==> src/include/sbf_params.svh <==
// Constants for the shared byte buffer with fill-level alerts
`ifndef SBF_PARAMS_SVH
`define SBF_PARAMS_SVH

`define SBF_DATA_W 8
`define SBF_DEPTH 512
`define SBF_PTR_W 9
`define SBF_CNT_W 10
`define SBF_THR_W 9
`define SBF_CAP_LARGE 10'h200
`define SBF_CAP_SMALL 10'h0FF
`define SBF_CNT_ZERO 10'h000
`define SBF_CNT_ONE 10'h001
`define SBF_PTR_ZERO 9'h000
`define SBF_PTR_ONE 9'h001
`define SBF_BYTE_ZERO 8'h00
`define SBF_CNT_LO_MSB 7
`define SBF_CNT_HI_LSB 8
`define SBF_CNT_HI_MSB 9

`endif

==> src/include/sbf_pkg.sv <==
// Types shared by the shared byte buffer files
package sbf_pkg;

	// One byte transfer request into the buffer
	typedef struct packed {
		logic en;
		logic [7:0] data;
	} sbf_wr_t;

	// One registered read answer
	typedef struct packed {
		logic valid;
		logic [7:0] data;
	} sbf_rd_t;

	// Fill-level flags
	typedef struct packed {
		logic near_full;
		logic near_empty;
	} sbf_flags_t;

endpackage : sbf_pkg

==> src/logic/sbf_mem.sv <==
// Flip-flop storage array with one write port and one indexed read port
`timescale 1ns/10ps

module sbf_mem #(
	parameter int DATA_W = 8,
	parameter int DEPTH = 512,
	parameter int ADDR_W = 9
) (
	// Clock
	input wire logic clk,
	// Write port
	input wire logic wr_en,
	input wire logic [ADDR_W-1:0] wr_addr,
	input wire logic [DATA_W-1:0] wr_data,
	// Read port
	input wire logic [ADDR_W-1:0] rd_addr,
	output logic [DATA_W-1:0] rd_data
);

	logic [DATA_W-1:0] mem_reg [DEPTH];

	always_ff @(posedge clk) begin
		if (wr_en) begin
			mem_reg[wr_addr] <= wr_data;
		end
	end

	assign rd_data = mem_reg[rd_addr];

endmodule : sbf_mem

==> src/logic/sbf_rise.sv <==
// Sticky rising-edge event on a flag, gated onto an interrupt term
`timescale 1ns/10ps

module sbf_rise (
	// Clock and reset
	input wire logic clk,
	input wire logic rst_b,
	// Flag and control
	input wire logic level,
	input wire logic enable,
	input wire logic clear,
	// Results
	output logic event_out,
	output logic irq_out
);

	logic last_reg;
	logic last_next;
	logic event_reg;
	logic event_next;

	always_comb begin
		last_next = level;
		// Set wins over clear
		event_next = (level & ~last_reg) | (event_reg & ~clear);
	end

	always_ff @(posedge clk) begin
		if (!rst_b) begin
			last_reg <= 1'b0;
			event_reg <= 1'b0;
		end else begin
			last_reg <= last_next;
			event_reg <= event_next;
		end
	end

	assign event_out = event_reg;
	assign irq_out = event_reg & enable;

endmodule : sbf_rise

==> src/logic/sbf_top.sv <==
// Shared byte buffer between host and command engine, with fill count and alerts
//
// What this block does
// One storage array serves host and engine writes and reads alike.
// Host must not disturb buffer traffic while the engine runs a command; the block has no command state, engine requests only win each cycle.
// A flush pulse clears both pointers and the fill count to zero.
// Capacity is 512 bytes, or 255 bytes when small capacity is selected.
// Every stored byte adds one to the count, every read byte subtracts one.
// Count low byte and its upper bits are presented as separate outputs.
// Threshold is one high bit plus a low byte, spanning the large range.
// One threshold value drives both the near-full and near-empty flags.
// Near-full is set while free space is at or below the threshold.
// Near-empty is set while the fill count is at or below the threshold.
// Host write into a full buffer sets the sticky overflow error bit.
// Near-empty rising edge raises the interrupt when its enable is set.
// Near-full rising edge raises the interrupt when its enable is set.
// In small mode writes stop at a count of 255, so the count fits in one byte unless it was larger when selected; the threshold still uses its high bit.
// A write into a full buffer stores nothing and leaves pointers and count unchanged.
// A read from an empty buffer changes nothing; count never wraps.
`timescale 1ns/10ps
`include "sbf_params.svh"

module sbf_top #(
	parameter int DATA_W = `SBF_DATA_W,
	parameter int DEPTH = `SBF_DEPTH,
	parameter int PTR_W = `SBF_PTR_W
) (
	// Clock and reset
	input wire logic CLK,
	input wire logic RST_B,
	// Host write and read
	input wire logic HOST_WR_EN,
	input wire logic [DATA_W-1:0] HOST_WR_DATA,
	input wire logic HOST_RD_EN,
	output logic [DATA_W-1:0] HOST_RD_DATA,
	output logic HOST_RD_VALID,
	// Engine write and read
	input wire logic ENG_WR_EN,
	input wire logic [DATA_W-1:0] ENG_WR_DATA,
	input wire logic ENG_RD_EN,
	output logic [DATA_W-1:0] ENG_RD_DATA,
	output logic ENG_RD_VALID,
	// Configuration
	input wire logic BUFFER_POINTER_CLEAR,
	input wire logic SMALL_CAPACITY_SELECT,
	input wire logic ALERT_THRESHOLD_HI,
	input wire logic [7:0] ALERT_THRESHOLD_LO,
	input wire logic NEAR_EMPTY_INT_ENABLE,
	input wire logic NEAR_FULL_INT_ENABLE,
	// Event clears
	input wire logic ERROR_EVENT_CLEAR,
	input wire logic NEAR_EMPTY_EVENT_CLEAR,
	input wire logic NEAR_FULL_EVENT_CLEAR,
	// Status
	output logic [7:0] FILL_COUNT_LO,
	output logic [1:0] FILL_COUNT_HI,
	output logic NEAR_FULL_FLAG,
	output logic NEAR_EMPTY_FLAG,
	output logic ERROR_EVENT_BIT,
	output logic NEAR_EMPTY_EVENT,
	output logic NEAR_FULL_EVENT,
	output logic BUFFER_FULL,
	output logic BUFFER_EMPTY,
	// Interrupt request
	output logic IRQ
);

	////////////////////////////////////////////////////////////////////////////
	// Declarations

	sbf_pkg::sbf_wr_t host_wr;
	sbf_pkg::sbf_wr_t eng_wr;
	sbf_pkg::sbf_wr_t wr_sel;
	sbf_pkg::sbf_rd_t host_rd_reg;
	sbf_pkg::sbf_rd_t host_rd_next;
	sbf_pkg::sbf_rd_t eng_rd_reg;
	sbf_pkg::sbf_rd_t eng_rd_next;
	sbf_pkg::sbf_flags_t flags_reg;
	sbf_pkg::sbf_flags_t flags_next;

	logic [PTR_W-1:0] wr_ptr_reg;
	logic [PTR_W-1:0] wr_ptr_next;
	logic [PTR_W-1:0] rd_ptr_reg;
	logic [PTR_W-1:0] rd_ptr_next;
	logic [`SBF_CNT_W-1:0] count_reg;
	logic [`SBF_CNT_W-1:0] count_next;
	logic overflow_reg;
	logic overflow_next;

	logic [`SBF_CNT_W-1:0] capacity;
	logic [PTR_W-1:0] last_index;
	logic [`SBF_CNT_W-1:0] threshold;
	logic [`SBF_CNT_W-1:0] free_next;
	logic [DATA_W-1:0] mem_rd_data;
	logic full;
	logic empty;
	logic wr_req;
	logic wr_ok;
	logic rd_req;
	logic rd_ok;
	logic rd_to_host;
	logic ovf_set;
	logic ne_irq;
	logic nf_irq;

	////////////////////////////////////////////////////////////////////////////
	// Request carriers

	assign host_wr.en = HOST_WR_EN;
	assign host_wr.data = HOST_WR_DATA;
	assign eng_wr.en = ENG_WR_EN;
	assign eng_wr.data = ENG_WR_DATA;

	////////////////////////////////////////////////////////////////////////////
	// Capacity and threshold

	always_comb begin
		// capacity select
		capacity = SMALL_CAPACITY_SELECT ? `SBF_CAP_SMALL : `SBF_CAP_LARGE;
		last_index = PTR_W'(capacity - `SBF_CNT_ONE);
		// threshold assembly
		threshold = {1'b0, ALERT_THRESHOLD_HI, ALERT_THRESHOLD_LO};
		full = (count_reg >= capacity);
		empty = (count_reg == `SBF_CNT_ZERO);
	end

	////////////////////////////////////////////////////////////////////////////
	// Shared storage

	// single shared array
	sbf_mem #(
		.DATA_W(DATA_W),
		.DEPTH(DEPTH),
		.ADDR_W(PTR_W)
	) u_mem (
		.clk(CLK),
		.wr_en(wr_ok),
		.wr_addr(wr_ptr_reg),
		.wr_data(wr_sel.data),
		.rd_addr(rd_ptr_reg),
		.rd_data(mem_rd_data)
	);

	////////////////////////////////////////////////////////////////////////////
	// Access arbitration and pointers

	always_comb begin
		// engine takes the port first
		wr_sel = eng_wr.en ? eng_wr : host_wr;
		wr_req = eng_wr.en | host_wr.en;
		// refuse write when full
		wr_ok = wr_req & ~full & ~BUFFER_POINTER_CLEAR;
		rd_req = ENG_RD_EN | HOST_RD_EN;
		rd_to_host = ~ENG_RD_EN;
		// refuse read when empty
		rd_ok = rd_req & ~empty & ~BUFFER_POINTER_CLEAR;
		// host overflow detect
		ovf_set = host_wr.en & full & ~BUFFER_POINTER_CLEAR;

		wr_ptr_next = wr_ptr_reg;
		rd_ptr_next = rd_ptr_reg;
		count_next = count_reg;
		if (BUFFER_POINTER_CLEAR) begin
			// flush pointers and count
			wr_ptr_next = `SBF_PTR_ZERO;
			rd_ptr_next = `SBF_PTR_ZERO;
			count_next = `SBF_CNT_ZERO;
		end else begin
			if (wr_ok) begin
				wr_ptr_next = (wr_ptr_reg >= last_index) ? `SBF_PTR_ZERO :
					wr_ptr_reg + `SBF_PTR_ONE;
			end
			if (rd_ok) begin
				rd_ptr_next = (rd_ptr_reg >= last_index) ? `SBF_PTR_ZERO :
					rd_ptr_reg + `SBF_PTR_ONE;
			end
			// count tracks writes and reads
			case ({wr_ok, rd_ok})
				2'b10: begin
					count_next = count_reg + `SBF_CNT_ONE;
				end
				2'b01: begin
					count_next = count_reg - `SBF_CNT_ONE;
				end
				default: begin
					count_next = count_reg;
				end
			endcase
		end
	end

	always_ff @(posedge CLK) begin
		if (!RST_B) begin
			wr_ptr_reg <= `SBF_PTR_ZERO;
			rd_ptr_reg <= `SBF_PTR_ZERO;
			count_reg <= `SBF_CNT_ZERO;
		end else begin
			wr_ptr_reg <= wr_ptr_next;
			rd_ptr_reg <= rd_ptr_next;
			count_reg <= count_next;
		end
	end

	////////////////////////////////////////////////////////////////////////////
	// Read answers

	always_comb begin
		host_rd_next.valid = rd_ok & rd_to_host;
		host_rd_next.data = host_rd_reg.data;
		eng_rd_next.valid = rd_ok & ~rd_to_host;
		eng_rd_next.data = eng_rd_reg.data;
		if (rd_ok & rd_to_host) begin
			host_rd_next.data = mem_rd_data;
		end
		if (rd_ok & ~rd_to_host) begin
			eng_rd_next.data = mem_rd_data;
		end
	end

	always_ff @(posedge CLK) begin
		if (!RST_B) begin
			host_rd_reg <= {1'b0, `SBF_BYTE_ZERO};
			eng_rd_reg <= {1'b0, `SBF_BYTE_ZERO};
		end else begin
			host_rd_reg <= host_rd_next;
			eng_rd_reg <= eng_rd_next;
		end
	end

	////////////////////////////////////////////////////////////////////////////
	// Fill-level flags and overflow

	always_comb begin
		free_next = (count_next >= capacity) ? `SBF_CNT_ZERO : capacity - count_next;
		// one threshold for both flags
		// near-full compare
		flags_next.near_full = (free_next <= threshold);
		// near-empty compare
		flags_next.near_empty = (count_next <= threshold);
		// sticky overflow, set wins
		overflow_next = ovf_set | (overflow_reg & ~ERROR_EVENT_CLEAR);
	end

	always_ff @(posedge CLK) begin
		if (!RST_B) begin
			flags_reg <= 2'b00;
			overflow_reg <= 1'b0;
		end else begin
			flags_reg <= flags_next;
			overflow_reg <= overflow_next;
		end
	end

	////////////////////////////////////////////////////////////////////////////
	// Alert events

	// near-empty edge event
	sbf_rise u_ne_rise (
		.clk(CLK),
		.rst_b(RST_B),
		.level(flags_reg.near_empty),
		.enable(NEAR_EMPTY_INT_ENABLE),
		.clear(NEAR_EMPTY_EVENT_CLEAR),
		.event_out(NEAR_EMPTY_EVENT),
		.irq_out(ne_irq)
	);

	// near-full edge event
	sbf_rise u_nf_rise (
		.clk(CLK),
		.rst_b(RST_B),
		.level(flags_reg.near_full),
		.enable(NEAR_FULL_INT_ENABLE),
		.clear(NEAR_FULL_EVENT_CLEAR),
		.event_out(NEAR_FULL_EVENT),
		.irq_out(nf_irq)
	);

	////////////////////////////////////////////////////////////////////////////
	// Outputs

	// count split across outputs
	// small mode stops writes at 255; a larger count left from large mode stays in the upper bits
	assign FILL_COUNT_LO = count_reg[`SBF_CNT_LO_MSB:0];
	assign FILL_COUNT_HI = count_reg[`SBF_CNT_HI_MSB:`SBF_CNT_HI_LSB];
	assign NEAR_FULL_FLAG = flags_reg.near_full;
	assign NEAR_EMPTY_FLAG = flags_reg.near_empty;
	assign ERROR_EVENT_BIT = overflow_reg;
	assign BUFFER_FULL = full;
	assign BUFFER_EMPTY = empty;
	assign HOST_RD_DATA = host_rd_reg.data;
	assign HOST_RD_VALID = host_rd_reg.valid;
	assign ENG_RD_DATA = eng_rd_reg.data;
	assign ENG_RD_VALID = eng_rd_reg.valid;
	assign IRQ = ne_irq | nf_irq;

endmodule : sbf_top

==> config.mk <==
export PLATFORM = sky130hd
export DESIGN_NAME = sbf_top
export DESIGN_NICKNAME = d
export VERILOG_FILES = /design/src/include/sbf_pkg.sv /design/src/logic/sbf_mem.sv /design/src/logic/sbf_rise.sv /design/src/logic/sbf_top.sv
export VERILOG_INCLUDE_DIRS = /design/src /design/src/include
export SDC_FILE = /design/constraint.sdc
export NUM_CORES = 2
export LEC_CHECK = 0
export BUFFER_PORTS_ARGS = -buffer_cell sky130_fd_sc_hd__buf_2
export CAP_MARGIN = 20
export CORE_MARGIN = 10
export CORE_UTILIZATION = 48
export DETAILED_ROUTE_END_ITERATION = 8
export SKIP_LAST_GASP = 1
export SLEW_MARGIN = 20
export SYNTH_ARGS = -nofsm -noshare
export SYNTH_HDL_FRONTEND = slang
export SYNTH_SLANG_ARGS = --single-unit
==> constraint.sdc <==
create_clock -name CLK -period 9.3 [get_ports CLK]
set_input_delay 1.395 -clock CLK [delete_from_list [all_inputs] [get_ports CLK]]
set_output_delay 1.395 -clock CLK [all_outputs]
set_load 0.02 [all_outputs]
==> flow_summary.toml <==
[timing]
post-route-min-period_ns = 7.31
relSlewSlack_pct = 16.4
hold_viol = 0
final.setup.tns_ns = 0
tightest_slew_ns = 1.24
rsz0062_at_grt = "false"
setup_viol = 0
drv_slew = 0
fmax_mhz = 137
setup_slack_ns = 1.99
finalClockSkew_ns = 0.0492
period_share_pct = 78.6

[synthesis]
ys_warn_count = 0
synth_area_mm2 = 0.163
seq_area_frac_synth_pct = 76.3
ys_ff_latch = 4158
synthArstFlopShare_pct = 0
synth_flop_cell = "edfxtp_1"
synth_cell_types = 79
synth_edf_count = 4096
synth_cells = 8062
syn_area_per_cell_um2 = 20.2
synth_nets = 8149

[setup_path]
crit_required_ns = 10.18
rr_startpoint = "count_reg[4]"
cp_top_family = "compound AO/OA/AOI/OAI gates"
crit_path_start_kind = "input pin"
cp.arrival_ns = 8.19
crit_path_end_kind = "register"
path_depth = 35
max_stage_delay_ns = 0.38
worstRegToRegCells = 31
crit_start = "SMALL_CAPACITY_SELECT"
slowest_stage = "ha_1"
cp_num_buf_inv = 5
path_class = "in -> reg"
path_max_fanout = 23

[floorplanning]
die_w_um = 602
ios = 74
floorplan.initialDensity_pct = 48.3
die_y_um = 602
rows = 213
dieArea_mm2 = 0.363
core_mm2 = 0.337

[drt]
first_pass_iters = 6
dr.first_iter.drc_count = 8952
ant_nets = 0
num_vias = 80500
wirelength_mm = 412
post-route-drc-count = 0
wire_per_inst_um = 31.5
viasPerCell = 6.16

[flow_run]
maxCapViolCount = 0

[place]
dpl_worst_slack_ns = 1.06
numPortBuffers = 73
gp_congestion = 0.823
place.detailed.hpwl_mm = 239

[pwr]
leakage_nw = 54.0
vdd_ir_drop_max_mv = 0.169
powerDensity_mw_per_mm2 = 214

[clock_network]
post_cts_resize_count = 0
htree_levels = 5
hold_buffers = 0
path_clk_slew_ns = 0.06
cts_tree = "built"
cts.sinks = 4158
clk_path_buf_depth = 4
insertion_delay_ns = 0.98
postCtsSetupBuffers = 0
cts_buffers = 424
root_buffer = "clkbuf_16"

[layout]
drive_gt1_share_pct = 19.2
layout_commonest_cell = "edfxtp_1"
largest_reg_flops = 4096
final_cell_mix = "4,096 x edfxtp_1, 732 x mux4_2, 613 x mux2i_1"
syn2layout_area_growth_pct = 11.3
finalNetCount = 8294

[global_routing]
grt_max_degree = 221
grt-ovfl-total = 0
grt_first_pass_wirelength_mm = 593
grt_pass1_vias = 81400
track_usage_pct = 22.1
grt_antenna_before_repair = 16

[hold_path]
hold_depth = 2
worst_hold_startpoint = "NEAR_EMPTY_FLAG"
min_path_type = "reg -> reg"

[status]
status = "completed"
==> metal layers <==
| layer | part of all wire, % | global-route usage [%] | up-vias |
|---|---|---|---|
| met5 | 0.013 | 0 | - |
| met3 | 7.4 | 3.38 | 711 |
| met2 | 48 | 35.2 | 3340 |
| met4 | 3.7 | 7.54 | 6 |
| met1 | 41 | 31.4 | 42800 |
| li1 | - | - | 33700 |
==> cells in the mapped netlist (all sizes together), types with 26 or more instances <==
master  count  area [um^2]
inv        31          116
o22ai     301         1880
ha         48          601
mux2       26          293
mux2i     613         6140
nor4       56          357
buf       300         2530
a22oi     166         1260
nand3      30          150
o211ai     36          270
mux4      768        17400
edfxtp   4096       123000
nor3      140          716
dfxtp      62         1240
a221oi     32          287
clkbuf    202          758
nand2      83          312
a22o       53          464
nor2      598         2240
o21ai      82          410
a21oi     118          591
==> layout make-up <==
class,count,area [um^2]
fill,25800,156000
sequential,4158,124000
multi-input combinational,3367,35600
clock buffer,512,11000
tap,4515,5650
clock inverter,263,2540
timing repair buffer,223,1980
inverter,33,124
antenna,3,7.51
==> path summary, 6_finish.rpt <==
check                                          end  slack [ns]
worst max-delay path                NEAR_FULL_FLAG        1.99
worst min-delay path            u_ne_rise.last_reg        0.44
worst max register to register      NEAR_FULL_FLAG        2.46
worst min register to register  u_ne_rise.last_reg        0.44
==> logic make-up after synthesis <==
group / after synthesis / synth area share [%]
multiplexers: 1407 / 14.7
flip-flops: 4158 / 76.3
XOR/XNOR: 29 / 0.156
AO/OA/AOI/OAI: 868 / 3.57
adder cells (fa/ha/maj): 49 / 0.381
buffers and inverters: 537 / 2.11
AND/OR/NAND/NOR: 1014 / 2.78
==> report_power, final <==
part           internal [mW]  leakage, nW  total [mW]  switching, mW
Sequential              20.7         37.3        20.8         0.0139
Clock                   9.61         6.64        16.8           7.15
Combinational          0.339         10.0        1.20          0.858
==> worst reg2reg max path: cells and delay by family (launching register included) <==
family          cells  cell delay (ns)
simple gates        7             1.47
compound gates     15             2.90
fa+ha+maj           4             1.12
xor+xnor            2             0.27
buf+inv             3             0.58
flops               1             0.44
==> per-stage QoR <==
step                      std cells  instance area (um^2)  utilization, %  total power, mW  hold slack [ns]
after floorplan                8062                163000               -             22.0            0.462
after global placement        12300                167000            49.7             22.3            0.438
after detailed placement      12300                167000            49.7             22.4            0.450
after CTS                     13100                181000            53.7             39.0            0.452
after global routing          13100                181000            53.7             39.8            0.463
final                         13100                181000            53.7             38.7            0.441
Note: power is estimated with default switching activity, not from simulation.
